`config.mk`:
```
export PLATFORM = sky130hd
export DESIGN_NAME = csc_top
export DESIGN_NICKNAME = d
export VERILOG_FILES = /design/src/verilog/csc_pkg.sv /design/src/verilog/csc_top.sv
export SDC_FILE = /design/constraint.sdc
export NUM_CORES = 1
export LEC_CHECK = 0
export ABC_AREA = 1
export BUFFER_PORTS_ARGS = -buffer_cell sky130_fd_sc_hd__buf_2
export CAP_MARGIN = 10
export CORE_UTILIZATION = 62
export CTS_CLUSTER_SIZE = 28
export DETAILED_ROUTE_END_ITERATION = 8
export PLACE_DENSITY_LB_ADDON = 0.1
export SLEW_MARGIN = 40
export SYNTH_ARGS = -nofsm -noshare
export SYNTH_HDL_FRONTEND = slang
export SYNTH_SLANG_ARGS = --single-unit
```
`constraint.sdc`:
```
create_clock -name clk_i -period 6 [get_ports clk_i]
set_input_delay 1.2 -clock clk_i [delete_from_list [all_inputs] [get_ports clk_i]]
set_output_delay 1.2 -clock clk_i [all_outputs]
set_load 0.01 [all_outputs]
```
`src/verilog/csc_pkg.sv`:
```
// csc_pkg: constants for the charger safety control block
// assumes a 200 MHz logic clock and a classic wishbone register port
package csc_pkg;
   // ---------------------------------------------------------------
   // clock and timing
   // ---------------------------------------------------------------
   localparam int unsigned CLK_HZ           = 200_000_000;
   localparam int unsigned CYC_PER_MS       = CLK_HZ / 1000;
   localparam int unsigned RETRY_OFF_MS     = 300;
   localparam int unsigned RETRY_ON_MS      = 60;
   localparam int unsigned PREQUAL_MIN      = 30;
   localparam int unsigned FASTCHG_MIN      = 300;
   localparam int unsigned TOPOFF_MIN       = 30;
   localparam int unsigned OVC_QUAL_US      = 16;
   localparam int unsigned OCP_RETRY_MS     = 150;
   localparam int unsigned TICK_DIV         = CYC_PER_MS;
   localparam int unsigned OVC_QUAL_CYC     = OVC_QUAL_US * (CLK_HZ / 1_000_000);
   localparam int unsigned MS_PER_MIN       = 60_000;

   // ---------------------------------------------------------------
   // register map (byte offsets)
   // ---------------------------------------------------------------
   localparam logic [7:0] ADDR_CFG_FIRST    = 8'h00;
   localparam logic [7:0] ADDR_TEMP_CFG     = 8'h04;
   localparam logic [7:0] ADDR_STATUS       = 8'h08;
   localparam logic [7:0] ADDR_IRQ_STAT     = 8'h0C;
   localparam logic [7:0] ADDR_IRQ_MASK     = 8'h10;
   localparam logic [7:0] ADDR_CURRENT      = 8'h14;

   // ---------------------------------------------------------------
   // fields
   // ---------------------------------------------------------------
   localparam int unsigned MODE_LSB         = 0;
   localparam int unsigned ZONE_DIS_BIT     = 5;
   localparam int unsigned COOL_SEL_LSB     = 3;
   localparam int unsigned WARM_SEL_LSB     = 5;
   localparam int unsigned HOTCOLD_ONLY_BIT = 7;
   localparam logic [3:0] MODE_REV_BOOST    = 4'hA;
   localparam logic [3:0] MODE_BYP_BOOST    = 4'h8;
   localparam logic [7:0] CFG_FIRST_RST     = 8'h05;
   localparam logic [7:0] TEMP_CFG_RST      = 8'h00;
   localparam logic [1:0] COOL_SEL_HALF     = 2'h0;
   localparam logic [7:0] FOLD_PCT_PER_DEG  = 8'h05;
   localparam logic [7:0] FOLD_ZERO_DEG     = 8'h14;
   localparam logic [7:0] PCT_FULL          = 8'h64;
   localparam logic [7:0] PCT_HALF          = 8'h32;
   localparam logic [7:0] PCT_FIFTH         = 8'h14;
   localparam logic [7:0] WARM_DROP_150     = 8'h96;
   localparam logic [7:0] WARM_DROP_100     = 8'h64;

   // interrupt bits
   localparam int unsigned IRQ_TIMER        = 0;
   localparam int unsigned IRQ_SHUTDOWN_TEMPERATURE        = 1;
   localparam int unsigned IRQ_OVLD         = 2;
   localparam int unsigned IRQ_BOVC         = 3;
   localparam int unsigned IRQ_ZONE         = 4;
   localparam int unsigned IRQ_W            = 5;

   typedef enum logic [2:0] {ZN_COLD, ZN_COOL, ZN_NORMAL, ZN_WARM, ZN_HOT} csc_zone_t;
   typedef enum {CS_IDLE, CS_PREQ, CS_FAST, CS_TOPOFF, CS_DONE, CS_TFAULT, CS_SHUTDOWN_TEMPERATURE} csc_chg_t;
   typedef enum {OV_ON, OV_OFF, OV_RETRY} csc_ovl_t;
   typedef enum {BO_RUN, BO_FAULT, BO_WAIT} csc_bovc_t;
endpackage

```
`src/verilog/csc_top.sv`:
```
// csc_top: charger timer/thermal fault control, boost mode selection,
// overload retry, battery overcurrent retry and temperature zone control
// assumes comparator inputs synchronous to clk_i except zone comparators
`timescale 1ns/1ps
`default_nettype none

// Operation
// - time prequal, fast and topoff stays; prequal or fast overrun faults
// - timer fault releases fault status output and turns charger off
// - timer fault exits only on charger input removal then reapplication
// - junction over shutdown threshold forces thermal shutdown except in timer fault, charger off
// - mode code 0x0A enables reverse boost to bypass and charger input
// - mode code 0x08 boosts bypass node only, input switch stays open
// - sink attach from port detection enables reverse boost automatically
// - source overload opens switch, retries after 300ms, then 60ms on/300ms off
// - discharge over 6A for qualify time opens battery switch, buck off
// - during overcurrent fault, low rail for retry time restarts power-up
// - rail below power-up threshold limits battery current to power-up limit
// - above regulation temperature cut target 5% per degree, zero at 20 degrees
// - thermistor pulled to ground disables charging
// - zone-control disable bit bypasses all temperature zone adjustments
// - cool zone cuts fast current to 50% or 20%, default 50%
// - warm zone lowers termination voltage by 150mV or 100mV
// - charging suspended below cold or above hot threshold
// - hot/cold-only bit skips warm and cool adjustments, keeps stops
module csc_top
   import csc_pkg::*;
#(
   parameter int unsigned TICK_CYC  = TICK_DIV,
   parameter int unsigned MIN_TICKS = MS_PER_MIN
)(
   // clock and reset
   input  wire logic        clk_i,
   input  wire logic        rst_i,
   // wishbone slave
   input  wire logic        wb_cyc_i,
   input  wire logic        wb_stb_i,
   input  wire logic        wb_we_i,
   input  wire logic [7:0]  wb_adr_i,
   input  wire logic [31:0] wb_dat_i,
   input  wire logic [3:0]  wb_sel_i,
   output logic      [31:0] wb_dat_o,
   output logic             wb_ack_o,
   output logic             irq_o,
   // charger state inputs
   input  wire logic        charger_input_valid_i,
   input  wire logic        battery_node_above_prequal_i,
   input  wire logic        battery_node_at_regulation_i,
   input  wire logic        battery_node_recharge_i,
   input  wire logic        term_current_i,
   input  wire logic        junction_shutdown_i,
   input  wire logic [7:0]  junction_over_reg_deg_i,
   input  wire logic        sink_attached_i,
   input  wire logic        source_overload_i,
   input  wire logic        battery_node_overcurrent_i,
   input  wire logic        system_rail_low_i,
   input  wire logic        thermistor_input_grounded_i,
   input  wire logic        below_cold_i,
   input  wire logic        below_cool_i,
   input  wire logic        above_warm_i,
   input  wire logic        above_hot_i,
   // controls
   output logic             fault_status_out_o,
   output logic             fault_status_out_oe_n_o,
   output logic             charger_on_o,
   output logic             boost_on_o,
   output logic             charger_input_switch_o,
   output logic             battery_switch_o,
   output logic             buck_on_o,
   output logic             powerup_limit_o,
   output logic [7:0]       charge_pct_o,
   output logic [7:0]       term_drop_mv_o
);
   // ---------------------------------------------------------------
   // millisecond tick
   // ---------------------------------------------------------------
   logic [31:0] div_r, div_nxt;
   logic        tick_r, tick_nxt;
   always_comb
   begin
      div_nxt  = div_r + 32'h1;
      tick_nxt = 1'b0;
      if (div_r >= TICK_CYC - 1)
      begin
         div_nxt  = 32'h0;
         tick_nxt = 1'b1;
      end
   end
   always_ff @(posedge clk_i)
   begin
      if (rst_i)
      begin
         div_r  <= 32'h0;
         tick_r <= 1'b0;
      end
      else
      begin
         div_r  <= div_nxt;
         tick_r <= tick_nxt;
      end
   end

   // ---------------------------------------------------------------
   // registers
   // ---------------------------------------------------------------
   logic [7:0]       cfg_r, cfg_nxt, tcfg_r, tcfg_nxt;
   logic [IRQ_W-1:0] ist_r, ist_nxt, imsk_r, imsk_nxt, ev;
   logic [31:0]      rdat_nxt, dat_r;
   logic             ack_r, ack_nxt, irq_nxt, irq_r;
   logic             acc;
   logic [31:0]      status_w;
   logic [3:0]       mode;
   assign acc  = wb_cyc_i & wb_stb_i & ~ack_r;
   assign mode = cfg_r[MODE_LSB +: 4];

   always_comb
   begin
      cfg_nxt  = cfg_r;
      tcfg_nxt = tcfg_r;
      imsk_nxt = imsk_r;
      rdat_nxt = 32'h0;
      ist_nxt  = ist_r;
      if (acc && wb_we_i && wb_sel_i[0])
      begin
         case (wb_adr_i)
            ADDR_CFG_FIRST: cfg_nxt  = wb_dat_i[7:0];
            ADDR_TEMP_CFG:  tcfg_nxt = wb_dat_i[7:0];
            ADDR_IRQ_MASK:  imsk_nxt = wb_dat_i[IRQ_W-1:0];
            default:        ;
         endcase
      end
      if (acc && !wb_we_i)
      begin
         case (wb_adr_i)
            ADDR_CFG_FIRST: rdat_nxt = {24'h0, cfg_r};
            ADDR_TEMP_CFG:  rdat_nxt = {24'h0, tcfg_r};
            ADDR_STATUS:    rdat_nxt = status_w;
            ADDR_IRQ_STAT:
            begin
               rdat_nxt = {27'h0, ist_r};
               ist_nxt  = '0;
            end
            ADDR_IRQ_MASK:  rdat_nxt = {27'h0, imsk_r};
            ADDR_CURRENT:   rdat_nxt = {16'h0, term_drop_mv_o, charge_pct_o};
            default:        rdat_nxt = 32'h0;
         endcase
      end
      // new events win over read-clear
      ist_nxt = ist_nxt | ev;
      ack_nxt = acc;
      irq_nxt = |(ist_nxt & imsk_r);
   end
   always_ff @(posedge clk_i)
   begin
      if (rst_i)
      begin
         cfg_r  <= CFG_FIRST_RST;
         tcfg_r <= TEMP_CFG_RST;
         ist_r  <= '0;
         imsk_r <= '0;
         dat_r  <= 32'h0;
         ack_r  <= 1'b0;
         irq_r  <= 1'b0;
      end
      else
      begin
         cfg_r  <= cfg_nxt;
         tcfg_r <= tcfg_nxt;
         ist_r  <= ist_nxt;
         imsk_r <= imsk_nxt;
         dat_r  <= rdat_nxt;
         ack_r  <= ack_nxt;
         irq_r  <= irq_nxt;
      end
   end
   assign wb_dat_o = dat_r;
   assign wb_ack_o = ack_r;
   assign irq_o    = irq_r;

   // ---------------------------------------------------------------
   // zone comparator synchroniser and classification
   // ---------------------------------------------------------------
   logic [3:0] zs1_r, zs2_r;
   csc_zone_t  zone_r, zone_nxt;
   always_comb
   begin
      if (zs2_r[0])      zone_nxt = ZN_COLD;
      else if (zs2_r[3]) zone_nxt = ZN_HOT;
      else if (zs2_r[1]) zone_nxt = ZN_COOL;
      else if (zs2_r[2]) zone_nxt = ZN_WARM;
      else               zone_nxt = ZN_NORMAL;
   end
   always_ff @(posedge clk_i)
   begin
      if (rst_i)
      begin
         zs1_r  <= 4'h0;
         zs2_r  <= 4'h0;
         zone_r <= ZN_NORMAL;
      end
      else
      begin
         zs1_r  <= {above_hot_i, above_warm_i, below_cool_i, below_cold_i};
         zs2_r  <= zs1_r;
         zone_r <= zone_nxt;
      end
   end

   // ---------------------------------------------------------------
   // charge state and safety timer
   // ---------------------------------------------------------------
   csc_chg_t    cs_r, cs_nxt;
   logic [31:0] tmr_r, tmr_nxt;
   logic        vin_d_r;
   logic        suspend;
   always_comb
   begin
      cs_nxt  = cs_r;
      tmr_nxt = tick_r ? tmr_r + 32'h1 : tmr_r;
      case (cs_r)
         CS_IDLE:
            if (charger_input_valid_i)
            begin
               cs_nxt  = battery_node_above_prequal_i ? CS_FAST : CS_PREQ;
               tmr_nxt = 32'h0;
            end
         CS_PREQ:
            if (battery_node_above_prequal_i)
            begin
               cs_nxt  = CS_FAST;
               tmr_nxt = 32'h0;
            end
            else if (tmr_r >= PREQUAL_MIN * MIN_TICKS)
               cs_nxt = CS_TFAULT;
         CS_FAST:
            if (tmr_r >= FASTCHG_MIN * MIN_TICKS)
               cs_nxt = CS_TFAULT;
            else if (battery_node_at_regulation_i && term_current_i)
            begin
               cs_nxt  = CS_TOPOFF;
               tmr_nxt = 32'h0;
            end
         CS_TOPOFF:
            if (battery_node_recharge_i)
            begin
               cs_nxt  = CS_FAST;
               tmr_nxt = 32'h0;
            end
            else if (tmr_r >= TOPOFF_MIN * MIN_TICKS)
               cs_nxt = CS_DONE;
         CS_DONE:
            if (battery_node_recharge_i)
            begin
               cs_nxt  = CS_FAST;
               tmr_nxt = 32'h0;
            end
         CS_TFAULT:  ;
         CS_SHUTDOWN_TEMPERATURE:
            if (!junction_shutdown_i)
               cs_nxt = CS_IDLE;
         default:    cs_nxt = CS_IDLE;
      endcase
      // removal then reinsertion restarts from idle
      if (!charger_input_valid_i)
         cs_nxt = CS_IDLE;
      if (junction_shutdown_i && charger_input_valid_i && cs_r != CS_TFAULT)
         cs_nxt = CS_SHUTDOWN_TEMPERATURE;
   end
   always_ff @(posedge clk_i)
   begin
      if (rst_i)
      begin
         cs_r    <= CS_IDLE;
         tmr_r   <= 32'h0;
         vin_d_r <= 1'b0;
      end
      else
      begin
         cs_r    <= cs_nxt;
         tmr_r   <= tmr_nxt;
         vin_d_r <= charger_input_valid_i;
      end
   end

   // ---------------------------------------------------------------
   // source-role overload retry
   // ---------------------------------------------------------------
   csc_ovl_t    ov_r, ov_nxt;
   logic [15:0] ovt_r, ovt_nxt;
   logic        boost_req, rev_req;
   assign rev_req   = (mode == MODE_REV_BOOST) | sink_attached_i;
   assign boost_req = rev_req | (mode == MODE_BYP_BOOST);
   always_comb
   begin
      ov_nxt  = ov_r;
      ovt_nxt = tick_r ? ovt_r + 16'h1 : ovt_r;
      case (ov_r)
         OV_ON:
            if (rev_req && source_overload_i)
            begin
               ov_nxt  = OV_OFF;
               ovt_nxt = 16'h0;
            end
         OV_OFF:
            if (ovt_r >= 16'(RETRY_OFF_MS))
            begin
               ov_nxt  = OV_RETRY;
               ovt_nxt = 16'h0;
            end
         OV_RETRY:
            if (source_overload_i && ovt_r >= 16'(RETRY_ON_MS))
            begin
               ov_nxt  = OV_OFF;
               ovt_nxt = 16'h0;
            end
            else if (!source_overload_i)
               ov_nxt = OV_ON;
         default: ov_nxt = OV_ON;
      endcase
      if (!rev_req)
         ov_nxt = OV_ON;
   end
   always_ff @(posedge clk_i)
   begin
      if (rst_i)
      begin
         ov_r  <= OV_ON;
         ovt_r <= 16'h0;
      end
      else
      begin
         ov_r  <= ov_nxt;
         ovt_r <= ovt_nxt;
      end
   end

   // ---------------------------------------------------------------
   // battery overcurrent fault and retry
   // ---------------------------------------------------------------
   csc_bovc_t   bo_r, bo_nxt;
   logic [31:0] bot_r, bot_nxt;
   always_comb
   begin
      bo_nxt  = bo_r;
      bot_nxt = bot_r;
      case (bo_r)
         BO_RUN:
         begin
            bot_nxt = battery_node_overcurrent_i ? bot_r + 32'h1 : 32'h0;
            if (battery_node_overcurrent_i && bot_r >= OVC_QUAL_CYC - 1)
            begin
               bo_nxt  = BO_FAULT;
               bot_nxt = 32'h0;
            end
         end
         BO_FAULT:
         begin
            // rail must stay low for the whole retry window
            bot_nxt = !system_rail_low_i ? 32'h0 : (tick_r ? bot_r + 32'h1 : bot_r);
            if (system_rail_low_i && bot_r >= OCP_RETRY_MS)
            begin
               bo_nxt  = BO_RUN;
               bot_nxt = 32'h0;
            end
         end
         default:
         begin
            bo_nxt  = BO_RUN;
            bot_nxt = 32'h0;
         end
      endcase
   end
   always_ff @(posedge clk_i)
   begin
      if (rst_i)
      begin
         bo_r  <= BO_RUN;
         bot_r <= 32'h0;
      end
      else
      begin
         bo_r  <= bo_nxt;
         bot_r <= bot_nxt;
      end
   end

   // ---------------------------------------------------------------
   // output shaping
   // ---------------------------------------------------------------
   logic       zone_dis, hc_only, chg_on_nxt, tfault;
   logic [7:0] fold, pct_nxt, drop_nxt, base_pct;
   assign zone_dis = cfg_r[ZONE_DIS_BIT];
   assign hc_only  = tcfg_r[HOTCOLD_ONLY_BIT];
   assign tfault   = (cs_r == CS_TFAULT);
   always_comb
   begin
      suspend = !zone_dis && (zone_r == ZN_COLD || zone_r == ZN_HOT);
      chg_on_nxt = (cs_r == CS_PREQ || cs_r == CS_FAST || cs_r == CS_TOPOFF)
                   && !thermistor_input_grounded_i && !suspend && !boost_req
                   && (bo_r == BO_RUN);
      base_pct = PCT_FULL;
      drop_nxt = 8'h0;
      if (!zone_dis && !hc_only && zone_r == ZN_COOL)
         base_pct = (tcfg_r[COOL_SEL_LSB +: 2] == COOL_SEL_HALF) ? PCT_HALF : PCT_FIFTH;
      if (!zone_dis && !hc_only && zone_r == ZN_WARM)
         drop_nxt = (tcfg_r[WARM_SEL_LSB +: 2] == 2'h0) ? WARM_DROP_150 : WARM_DROP_100;
      if (junction_over_reg_deg_i >= FOLD_ZERO_DEG)
         fold = PCT_FULL;
      else
         fold = 8'(junction_over_reg_deg_i * FOLD_PCT_PER_DEG);
      pct_nxt = (fold >= base_pct) ? 8'h0 : 8'(base_pct - fold);
      if (!chg_on_nxt)
         pct_nxt = 8'h0;
      ev = '0;
      ev[IRQ_TIMER] = (cs_nxt == CS_TFAULT) && !tfault;
      ev[IRQ_SHUTDOWN_TEMPERATURE] = (cs_nxt == CS_SHUTDOWN_TEMPERATURE) && (cs_r != CS_SHUTDOWN_TEMPERATURE);
      ev[IRQ_OVLD]  = (ov_nxt == OV_OFF) && (ov_r != OV_OFF);
      ev[IRQ_BOVC]  = (bo_nxt == BO_FAULT) && (bo_r != BO_FAULT);
      ev[IRQ_ZONE]  = (zone_nxt != zone_r);
   end
   assign status_w = {24'h0, 1'b0, zone_r, vin_d_r, tfault, bo_r == BO_FAULT, ov_r != OV_ON};
   always_ff @(posedge clk_i)
   begin
      if (rst_i)
      begin
         fault_status_out_o      <= 1'b0;
         fault_status_out_oe_n_o <= 1'b1;
         charger_on_o            <= 1'b0;
         boost_on_o              <= 1'b0;
         charger_input_switch_o  <= 1'b0;
         battery_switch_o        <= 1'b1;
         buck_on_o               <= 1'b0;
         powerup_limit_o         <= 1'b1;
         charge_pct_o            <= 8'h0;
         term_drop_mv_o          <= 8'h0;
      end
      else
      begin
         fault_status_out_o      <= 1'b0;
         fault_status_out_oe_n_o <= tfault;
         charger_on_o            <= chg_on_nxt;
         boost_on_o              <= boost_req && (bo_r == BO_RUN);
         charger_input_switch_o  <= rev_req && (ov_r != OV_OFF) && (bo_r == BO_RUN);
         battery_switch_o        <= (bo_r == BO_RUN);
         buck_on_o               <= (bo_r == BO_RUN) && !boost_req;
         powerup_limit_o         <= system_rail_low_i;
         charge_pct_o            <= pct_nxt;
         term_drop_mv_o          <= drop_nxt;
      end
   end
endmodule
`default_nettype wire

```
### After elaboration in Yosys (flattened, before gate mapping)

Cells that the tools add are included.

| storage, ports and cells | value |
|---|---|
| input port bits | 72 |
| flip-flop bits (word level) | 304 |
| logic and storage cells | 192 |

| cells by class | value |
|---|---|
| eq/ne operators | 34 |
| add/sub/neg operators | 5 |
| $lt $le $gt $ge | 9 |
| multipliers | 1 |
| bitwise gates (word level) | 10 |
| muxes and demuxes | 51 |
| reductions and logical operators | 54 |

Operators by type and width:

| operator | count |
|---|---|
| 2-to-1 mux 32 bit | 28 |
| equality test 32 x 2 -> 1 bit, second input constant | 7 |
| one-hot mux 32 bit (7 select lines) | 1 |
| equality test 32 x 3 -> 1 bit, second input constant | 5 |
| logical NOT 32 bit | 4 |
| one-hot mux 32 bit (2 select lines) | 2 |
| one-hot mux 32 bit (4 select lines) | 1 |
| adder 32 x 1 -> 32 bit, second input constant | 3 |
| equality test 32 x 1 -> 1 bit, second input constant | 3 |
| equality test 32 x 4 -> 1 bit, second input constant | 3 |
| one-hot mux 16 bit (6 select lines) | 1 |
| one-hot mux 32 bit (3 select lines) | 1 |
| 2-to-1 mux 16 bit | 4 |
| != test 32 x 2 -> 1 bit, second input constant | 2 |
| != test 32 x 4 -> 1 bit, second input constant | 2 |
| one-hot mux 16 bit (3 select lines) | 1 |
| >= comparator 32 x 12 -> 1 bit, second input constant | 1 |
| >= comparator 32 x 18 -> 1 bit, second input constant | 1 |
| >= comparator 32 x 21 -> 1 bit, second input constant | 1 |
| >= comparator 32 x 25 -> 1 bit, second input constant | 1 |
| >= comparator 32 x 8 -> 1 bit, second input constant | 1 |
| nonzero test 32 bit | 1 |
| logical AND 1 bit | 26 |
| adder 16 x 1 -> 16 bit, second input constant | 1 |
| other kinds (36) | 63 |

### Logic depth before layout (Yosys ltp)

Gate-level depths: netlist of the first run.

| depth | value |
|---|---|
| depth in word-level cells | 11 |
| depth in mapped cells | 17 |
| gate-level depth less buffers | 17 |

### Least setup slack after synthesis of the first run

OpenSTA, ideal clock, no wires.

| timing | value |
|---|---|
| kind | in2reg |
| start | in junction_over_reg_deg_i[1] |
| end | reg charge_pct_o[0] |
| library setup time | 0.121 ns |
| slack | 2.508 ns |
| stages | 13 |
| buffers on the path | 0 |
| arrival time | 3.371 ns |
| cell sequence | ha_1 ha_1 inv_1 fa_1 or2_2 ha_1 inv_1 nor3_1 nand4_1 o21ai_0 inv_1 o211ai_4 nor2_1 |

| between the ends | value |
|---|---|
| longest elaborated chain between the ends | 4 |
| elaborated cells on any way between the ends | 6 |
| those cells by class | 1 x add/sub; 1 x mul; 2 x order compare; 1 x mux; 1 x reduce/logical |

Ends and longest elaborated chain:

| what | RTL line | text |
|---|---|---|
| start, declared | csc_top.sv:52 | `input wire logic [7:0] junction_over_reg_deg_i,` |
| multiplier 8 x 3 -> 8 bit / >= comparator 8 x 5 -> 1 bit (equally long branches) | csc_top.sv:410, csc_top.sv:407 |  |
| 2-to-1 mux 8 bit * | csc_top.sv:407 | `if (junction_over_reg_deg_i >= FOLD_ZERO_DEG)` |
| >= comparator 8 bit | csc_top.sv:411 | `pct_nxt = (fold >= base_pct) ? 8'h0 : 8'(base_pct - fold);` |
| OR reduction 3 bit (no source line) | - |  |
| end signal, assigned | csc_top.sv:447 | `charge_pct_o <= pct_nxt;` |
| end, declared | csc_top.sv:71 | `output logic [7:0] charge_pct_o,` |

Every way passes the cells marked *; elsewhere a longest branch is shown, timed or not.
A chain may end at the register's enable or synchronous reset.

### Worst setup path after layout of the first run

| timing | value |
|---|---|
| start | in junction_over_reg_deg_i[1] |
| end | reg charge_pct_o[2] |

Same word-level chain as after synthesis.

==> flow_summary.yaml, run 1 <==
outcome:
  status: "finished, final reports clean"
timing:
  drv_slew: 0
  clock_skew_ps: 12.3
  rsz0062_at_grt: "false"
  post-route-min-period_ps: 3270
  final-setup-viol-count: 0
  setup_tns_ps: 0
  post-route-period-util_pct: 54.6
  setup_ws_ps: 2730
  slew_headroom_pct: 55.2
  worst_slew_pin_slew_ps: 672
  max_freq_mhz: 305
  hold_viol: 0
grt:
  grtUsageMet3_pct: 3.99
  grt_pass1_wl_um: 35500
  grt_pass1_vias: 8136
  antenna_found_initial: 0
  gr-total-overflow: 0
  grt_use_total_pct: 23.4
  grt_max_degree: 56
  use_met2_pct: 41.3
  grtUsageMet1_pct: 29.5
  busiest_layer: "met2"
final_layout:
  postLayoutCoreUtil_pct: 74.4
  drive_above_1_share_pct: 10.6
  insertedDiodeCount: 0
  layout.nets: 1711
  final_area_um2: 13000
  area_delta_synth_final_pct: 16.1
routing:
  viasPerCell: 4.91
  antenna_left: 0
  drc: 0
  wl_um: 21300
  drtPass1Iterations: 5
  dr_total_vias: 9116
  drtIter0Drc: 518
  post_drt_wl_per_cell_um: 11.5
synthesis:
  ys_async_sr_fraction_pct: 0
  synth.top_cells.by_area: "dfxtp_1 50%, nor2_1 7.6%, nand2_1 7.3%, inv_1 6.1%, nand3_1 3.1%"
  yosysWarningCount: 0
  synth_top_cell_area_share_pct: 49.7
  synth-edff-count: 0
  ys_ff_latch: 278
  synthFlopType: "dfxtp_1"
  yosys.area.top_type: "dfxtp_1"
  syn_area_um2: 11200
  syn_inst: 1405
  ys_seq_area_share_pct: 49.7
  postSynthAreaPerCell_um2: 7.97
  ys_types: 56
worst_setup_path:
  cp-end-kind: "flip-flop"
  arrival_ps: 3690
  critPathMaxStageDelay_ps: 400
  crit_chain: "buf_2 > ha_1 > ha_1 > inv_1 > fa_1 > or2_2 > ha_1 > inv_1 > nor3_1 > nand4_1 > o21ai_0 > inv_1 > o211ai_4 > nor2_1"
  critPathKind: "input pin to flip-flop"
  crit_required_ps: 6410
  critical_path_buf_inv_count: 4
  cp_slowest_cell: "fa_1"
  crit_fanout: 7
  path_delay_family: "adder cells"
  start_kind: "input pin"
placed_design:
  dp_slack_ps: 2170
  port_buffers: 81
  placed_cell_area_um2: 12100
  gp_congestion: 0.892
  dpl.hpwl_um: 15700
clock_network:
  cts-buffers-inserted: 27
  clock_sinks: 278
  cts_setup_buffers: 0
  cts_tree: "built"
  clkTransAtPathRegs_ps: 60
  clock_latency_ps: 530
  clockRootBuffer: "clkbuf_16"
  cts_hold_buf: 0
  ctsResizeCount: 0
  clk_path_buf_depth: 3
  ctsHtreeMaxLevel: 1
power:
  power.leakage_nw: 5.63
  power_density_nw_per_um2: 282
  p_comb_share_pct: 3.7
  p_clk_share_pct: 43.8
  seq_power_share_pct: 52.5
  swShare_pct: 21.2
  p_int_w: 0.00288
  ir_drop_v: 0.000255
  p_switching_w: 0.000777
min_path:
  hold_path_class: "flip-flop to flip-flop"
die:
  initial_core_util_pct: 64.1
  core-area_um2: 17500
  dieArea_um2: 18600
  die_width_um: 136
  die_h_um: 136
  rows: 48
  pin_count: 130
job:
  cap_viol_max_count: 0
cell usage after synthesis (19+ instances only):
master,count
o21ai_0,56
nand4_1,19
ha_1,22
buf_4,30
a21oi_1,57
dfxtp_1,278
xor2_1,34
nor3_1,54
nand3_1,70
nand2_1,217
nor2_1,226
inv_1,182
nor4_1,24
power groups by stage:
stage	Combinational, W	Clock, W	Sequential, W
finish	0.000137	0.00160	0.00192
global route	0.000159	0.00171	0.00193
CTS	0.000135	0.00164	0.00192
detailed placement	0.000134	0	0.00196
global placement	0.000131	0	0.00196
floorplan	0.000105	0	0.00196
final cells by class:
type	count	area, um^2
clock buffer	35	766
clock inverter	10	85.1
fill	1366	4480
inverter	187	704
multi-input combinational	1037	5170
sequential	278	5570
tap	225	282
timing repair buffer	84	428
per-layer routing:
layer / part of all wire [%] / wire length [um]
met5: 0 / 0
met4: 1.9 / 399
met3: 4.5 / 969
met2: 48 / 10300
met1: 45 / 9660
logic make-up after synthesis:
family          after synthesis  synth area share [%]
compound gates              159                  8.10
simple gates                665                  26.9
fa+ha+maj                    24                  2.82
flops                       278                  49.7
xor+xnor                     44                  3.44
other cells                   1                0.0335
buf+inv                     234                  9.00
flip-flops by register name, summed over array words and instances, names as in the netlist, 3 cells and up:
name / count
bo_r: 32
bot_r: 32
cfg_r: 8
charge_pct_o: 8
cs_r: 32
div_r: 32
imsk_r: 5
ist_r: 5
ov_r: 32
ovt_r: 16
tcfg_r: 8
term_drop_mv_o: 3
tmr_r: 32
wb_dat_o: 11
zone_r: 3
zs1_r: 4
zs2_r: 4
tightest hold or removal path: stages, from the launching register on:
cell,delay (ps)
dfxtp_1,290
inv_1,40
nor2_1,30
final timing paths:
check / slack [ps] / from / endpoint / cells past startpoint
worst max-delay path: 2730 / junction_over_reg_deg_i[1] / charge_pct_o[2] / 14
worst min-delay path: 400 / zs1_r[2] / zs2_r[2] / 2
worst max register to register: 3320 / tcfg_r[7] / charge_pct_o[2] / 16
worst min register to register: 400 / zs1_r[2] / zs2_r[2] / 2
per-stage QoR:
stage,std cells,total power (W),hold WS (ps)
after floorplan,1549,0.00206,388
after global placement,1811,0.00209,391
after detailed placement,1811,0.00210,395
after CTS,1856,0.00369,400
after global routing,1856,0.00379,421
final,1856,0.00366,398
layout by cell type (no fill, tap or decap), types with 4 or more instances in the layout:
master	netlist	final
a21oi_1	57	57
a31oi_1	10	10
and3_1	4	4
buf_2	5	81
clkbuf_16	0	27
clkbuf_8	0	6
clkinv_2	0	6
conb_1	1	145
dfxtp_1	278	278
ha_1	22	22
inv_1	182	182
inv_2	4	4
nand2_1	217	217
nand2_2	4	4
nand3_1	70	70
nand4_1	19	19
nor2_1	226	226
nor2_2	4	4
nor2_4	8	8
nor3_1	54	54
nor3_2	5	5
nor3b_1	6	6
nor4_1	24	24
o211ai_1	4	4
o21ai_0	56	56
o21ai_1	4	4
o22ai_1	7	7
or2_2	7	7
xnor2_1	10	10
xor2_1	34	34
No activity file was read; power rests on OpenSTA's default activity.
==> inputs of run 2 (changes only) <==
ABC_AREA = 0   (was 1)
CORE_UTILIZATION = 57   (was 62)
clock period = 3.4 ns   (was 6 ns; I/O delays follow)
==> flow_summary.yaml, run 2 <==
synthesis:
  yosys.area.top_type: "dfxtp_1"
  ys_types: 69
  ys_ff_latch: 278
  ys_async_sr_fraction_pct: 0
  yosysWarningCount: 0
  yosysMostFrequentCell: "dfxtp_1"
  synth_top_cell_area_share_pct: 54.2
  synth.top_cells.by_area: "dfxtp_1 54%, nor2_1 5.3%, xor2_1 4.0%, ha_1 2.7%, xnor2_1 2.6%"
  synth_commonest_cells: "278 x dfxtp_1, 144 x nor2_1, 58 x nand2_1"
  ys_seq_area_share_pct: 54.2
  syn_inst: 1032
  postSynthAreaPerCell_um2: 9.96
  synth-edff-count: 0
  synthFlopType: "dfxtp_1"
  syn_area_um2: 10300
die:
  pin_count: 130
  dieArea_um2: 18600
  die_h_um: 136
  initial_core_util_pct: 58.8
  die_width_um: 136
  core-area_um2: 17500
  rows: 48
worst_setup_path:
  arrival_ps: 3520
  crit_fanout: 7
  critPathMaxStageDelay_ps: 450
  r2r_end: "charge_pct_o[6]"
  worst-r2r-setup-slack_ps: 310
  crit_start: "zone_r[0]"
  cp-end-kind: "flip-flop"
  critical_path_buf_inv_count: 1
  crit_required_ps: 3840
  cp_slowest_cell: "dfxtp_1"
  start_kind: "flip-flop"
  crit_chain: "nand2b_1 > nor3_2 > nand2b_1 > or3_1 > ha_1 > nor2b_1 > or2_2 > a31o_2 > a21oi_1 > nor2b_1 > o21ai_2 > buf_4 > nor2_1"
  critPathKind: "flip-flop to flip-flop"
  cp-endpoint: "charge_pct_o[6]"
  reg2regPathDepth: 13
  path_delay_family: "simple AND/OR/NAND/NOR gates"
  r2r_start: "zone_r[0]"
  path_depth: 13
routing:
  antenna_left: 0
  drc: 0
  drtPass1Iterations: 5
  post_drt_wl_per_cell_um: 13.1
  wl_um: 19600
  viasPerCell: 5.12
  drtIter0Drc: 504
  dr_total_vias: 7658
power:
  power.leakage_nw: 5.15
  power_density_nw_per_um2: 558
  ir_drop_v: 0.000513
timing:
  post-route-period-util_pct: 90.8
  hold_viol: 0
  final-setup-viol-count: 0
  worst_slew_pin_slew_ps: 789
  clock_skew_ps: 9.04
  post-route-min-period_ps: 3090
  slew_headroom_pct: 47.2
  max_freq_mhz: 324
  rsz0062_at_grt: "false"
  setup_tns_ps: 0
  fin_hold_ws_ps: 365
  drv_slew: 0
final_layout:
  area_delta_synth_final_pct: 19.8
  final_common_cell: "dfxtp_1"
  layout.nets: 1343
  nFillCells: 1363
  regArea_um2: 5570
  final_cell_mix: "278 x dfxtp_1, 145 x conb_1, 144 x nor2_1, 81 x buf_2, 58 x nand2_1"
  drive_above_1_share_pct: 13.0
  multi_input_area_um2: 4860
grt:
  antenna_found_initial: 2
  grt_pass1_vias: 6976
  grt_use_total_pct: 21.6
  gr-total-overflow: 0
  grt_max_degree: 51
  grt_pass1_wl_um: 32400
min_path:
  hold_path_class: "input pin to flip-flop"
  hold_depth: 2
placed_design:
  gp_congestion: 0.859
  port_buffers: 81
  dpl.hpwl_um: 13900
clock_network:
  clock_sinks: 278
  clk_path_buf_depth: 3
  clkTransAtPathRegs_ps: 60
  cts-buffers-inserted: 29
  cts_tree: "built"
  clock_latency_ps: 540
  clockRootBuffer: "clkbuf_16"
  ctsHtreeMaxLevel: 1
job:
  cap_viol_max_count: 0
outcome:
  status: "finished, final reports clean"
run 2: changes by cell type in the layout (fill, tap and decap cells not counted), moves of 24 or more:
cell	previous run	this run
nor2_1	226	144
mux2i_1	0	24
inv_1	182	28
nand2_1	217	58
nor3_1	54	26
a21oi_1	57	21
o21ai_0	56	10
nand3_1	70	40
run 2: cell families after synthesis:
family	synth area share, %
compound gates	8.23
buf+inv	3.91
simple gates	21.7
other cells	0.0365
fa+ha+maj	3.07
xor+xnor	6.56
flops	54.2
mux	2.34
run 2: area by class of cell:
| class | instances | share of cell area [%] |
|---|---|---|
| clock inverter | 17 | 1.71 |
| inverter | 28 | 0.853 |
| timing repair buffer | 92 | 3.96 |
| antenna | 2 | 0.0406 |
| sequential | 278 | 45.2 |
| clock buffer | 36 | 6.51 |
| multi-input combinational | 818 | 39.4 |
| tap | 225 | 2.29 |
run 2: stage by stage:
| step | util (%) | setup WS, ps | instances | power [W] | instance area, um^2 |
|---|---|---|---|---|---|
| 2_1_floorplan | - | 422 | 1176 | 0.00363 | 10800 |
| 3_3_place_gp | 64.5 | 80.5 | 1439 | 0.00370 | 11300 |
| 3_5_place_dp | 64.6 | 10.2 | 1440 | 0.00370 | 11300 |
| 4_1_cts | 70.4 | 138 | 1493 | 0.00694 | 12300 |
| 5_1_grt | 70.4 | 77.9 | 1495 | 0.00712 | 12300 |
| 6_report | 70.5 | 314 | 1496 | 0.00687 | 12300 |
run 2: how the worst min path moves through the flow:
stage            startpoint  endpoint  slack [ps]
4_1_cts         above_hot_i  zs1_r[3]         340
2_1_floorplan      zs1_r[0]  zs2_r[0]         410
3_5_place_dp       zs1_r[2]  zs2_r[2]         420
3_3_place_gp       zs1_r[1]  zs2_r[1]         420
5_1_grt        above_warm_i  zs1_r[2]         360
6_report        above_hot_i  zs1_r[3]         370
run 2: what timing repair did:
| action | 4_1_cts | 5_1_grt |
|---|---|---|
| endpoints found under the setup margin | 0 | 7 |
| resized for setup | 0 | 1 |
| buffers inserted | 0 | 1 |
| hold buffers | 0 | 0 |
run 2: worst register-to-register path, cell delays in order, from the launching register on:
cell,delay [ps]
dfxtp_1,450
nand2b_1,150
nor3_2,160
nand2b_1,120
or3_1,390
ha_1,370
nor2b_1,160
or2_2,290
a31o_2,250
a21oi_1,200
nor2b_1,100
o21ai_2,130
buf_4,160
nor2_1,50
run 2: layer usage:
layer	vias to the layer above	wire length (um)	global-route usage (%)	part of all wire (%)
met1	3505	9160	29.3	47
met3	39	1110	4.18	5.7
met5	-	13	0	0.066
met2	214	8770	34.2	45
li1	3898	-	-	-
met4	2	523	7.53	2.7
run 2: where the power goes:
part | switching (W) | internal [W] | total [W]
registers | 0.0000375 | 0.00336 | 0.00339
clock network | 0.00124 | 0.00199 | 0.00323
logic | 0.000148 | 0.0000941 | 0.000242
total | 0.00143 | 0.00544 | 0.00687
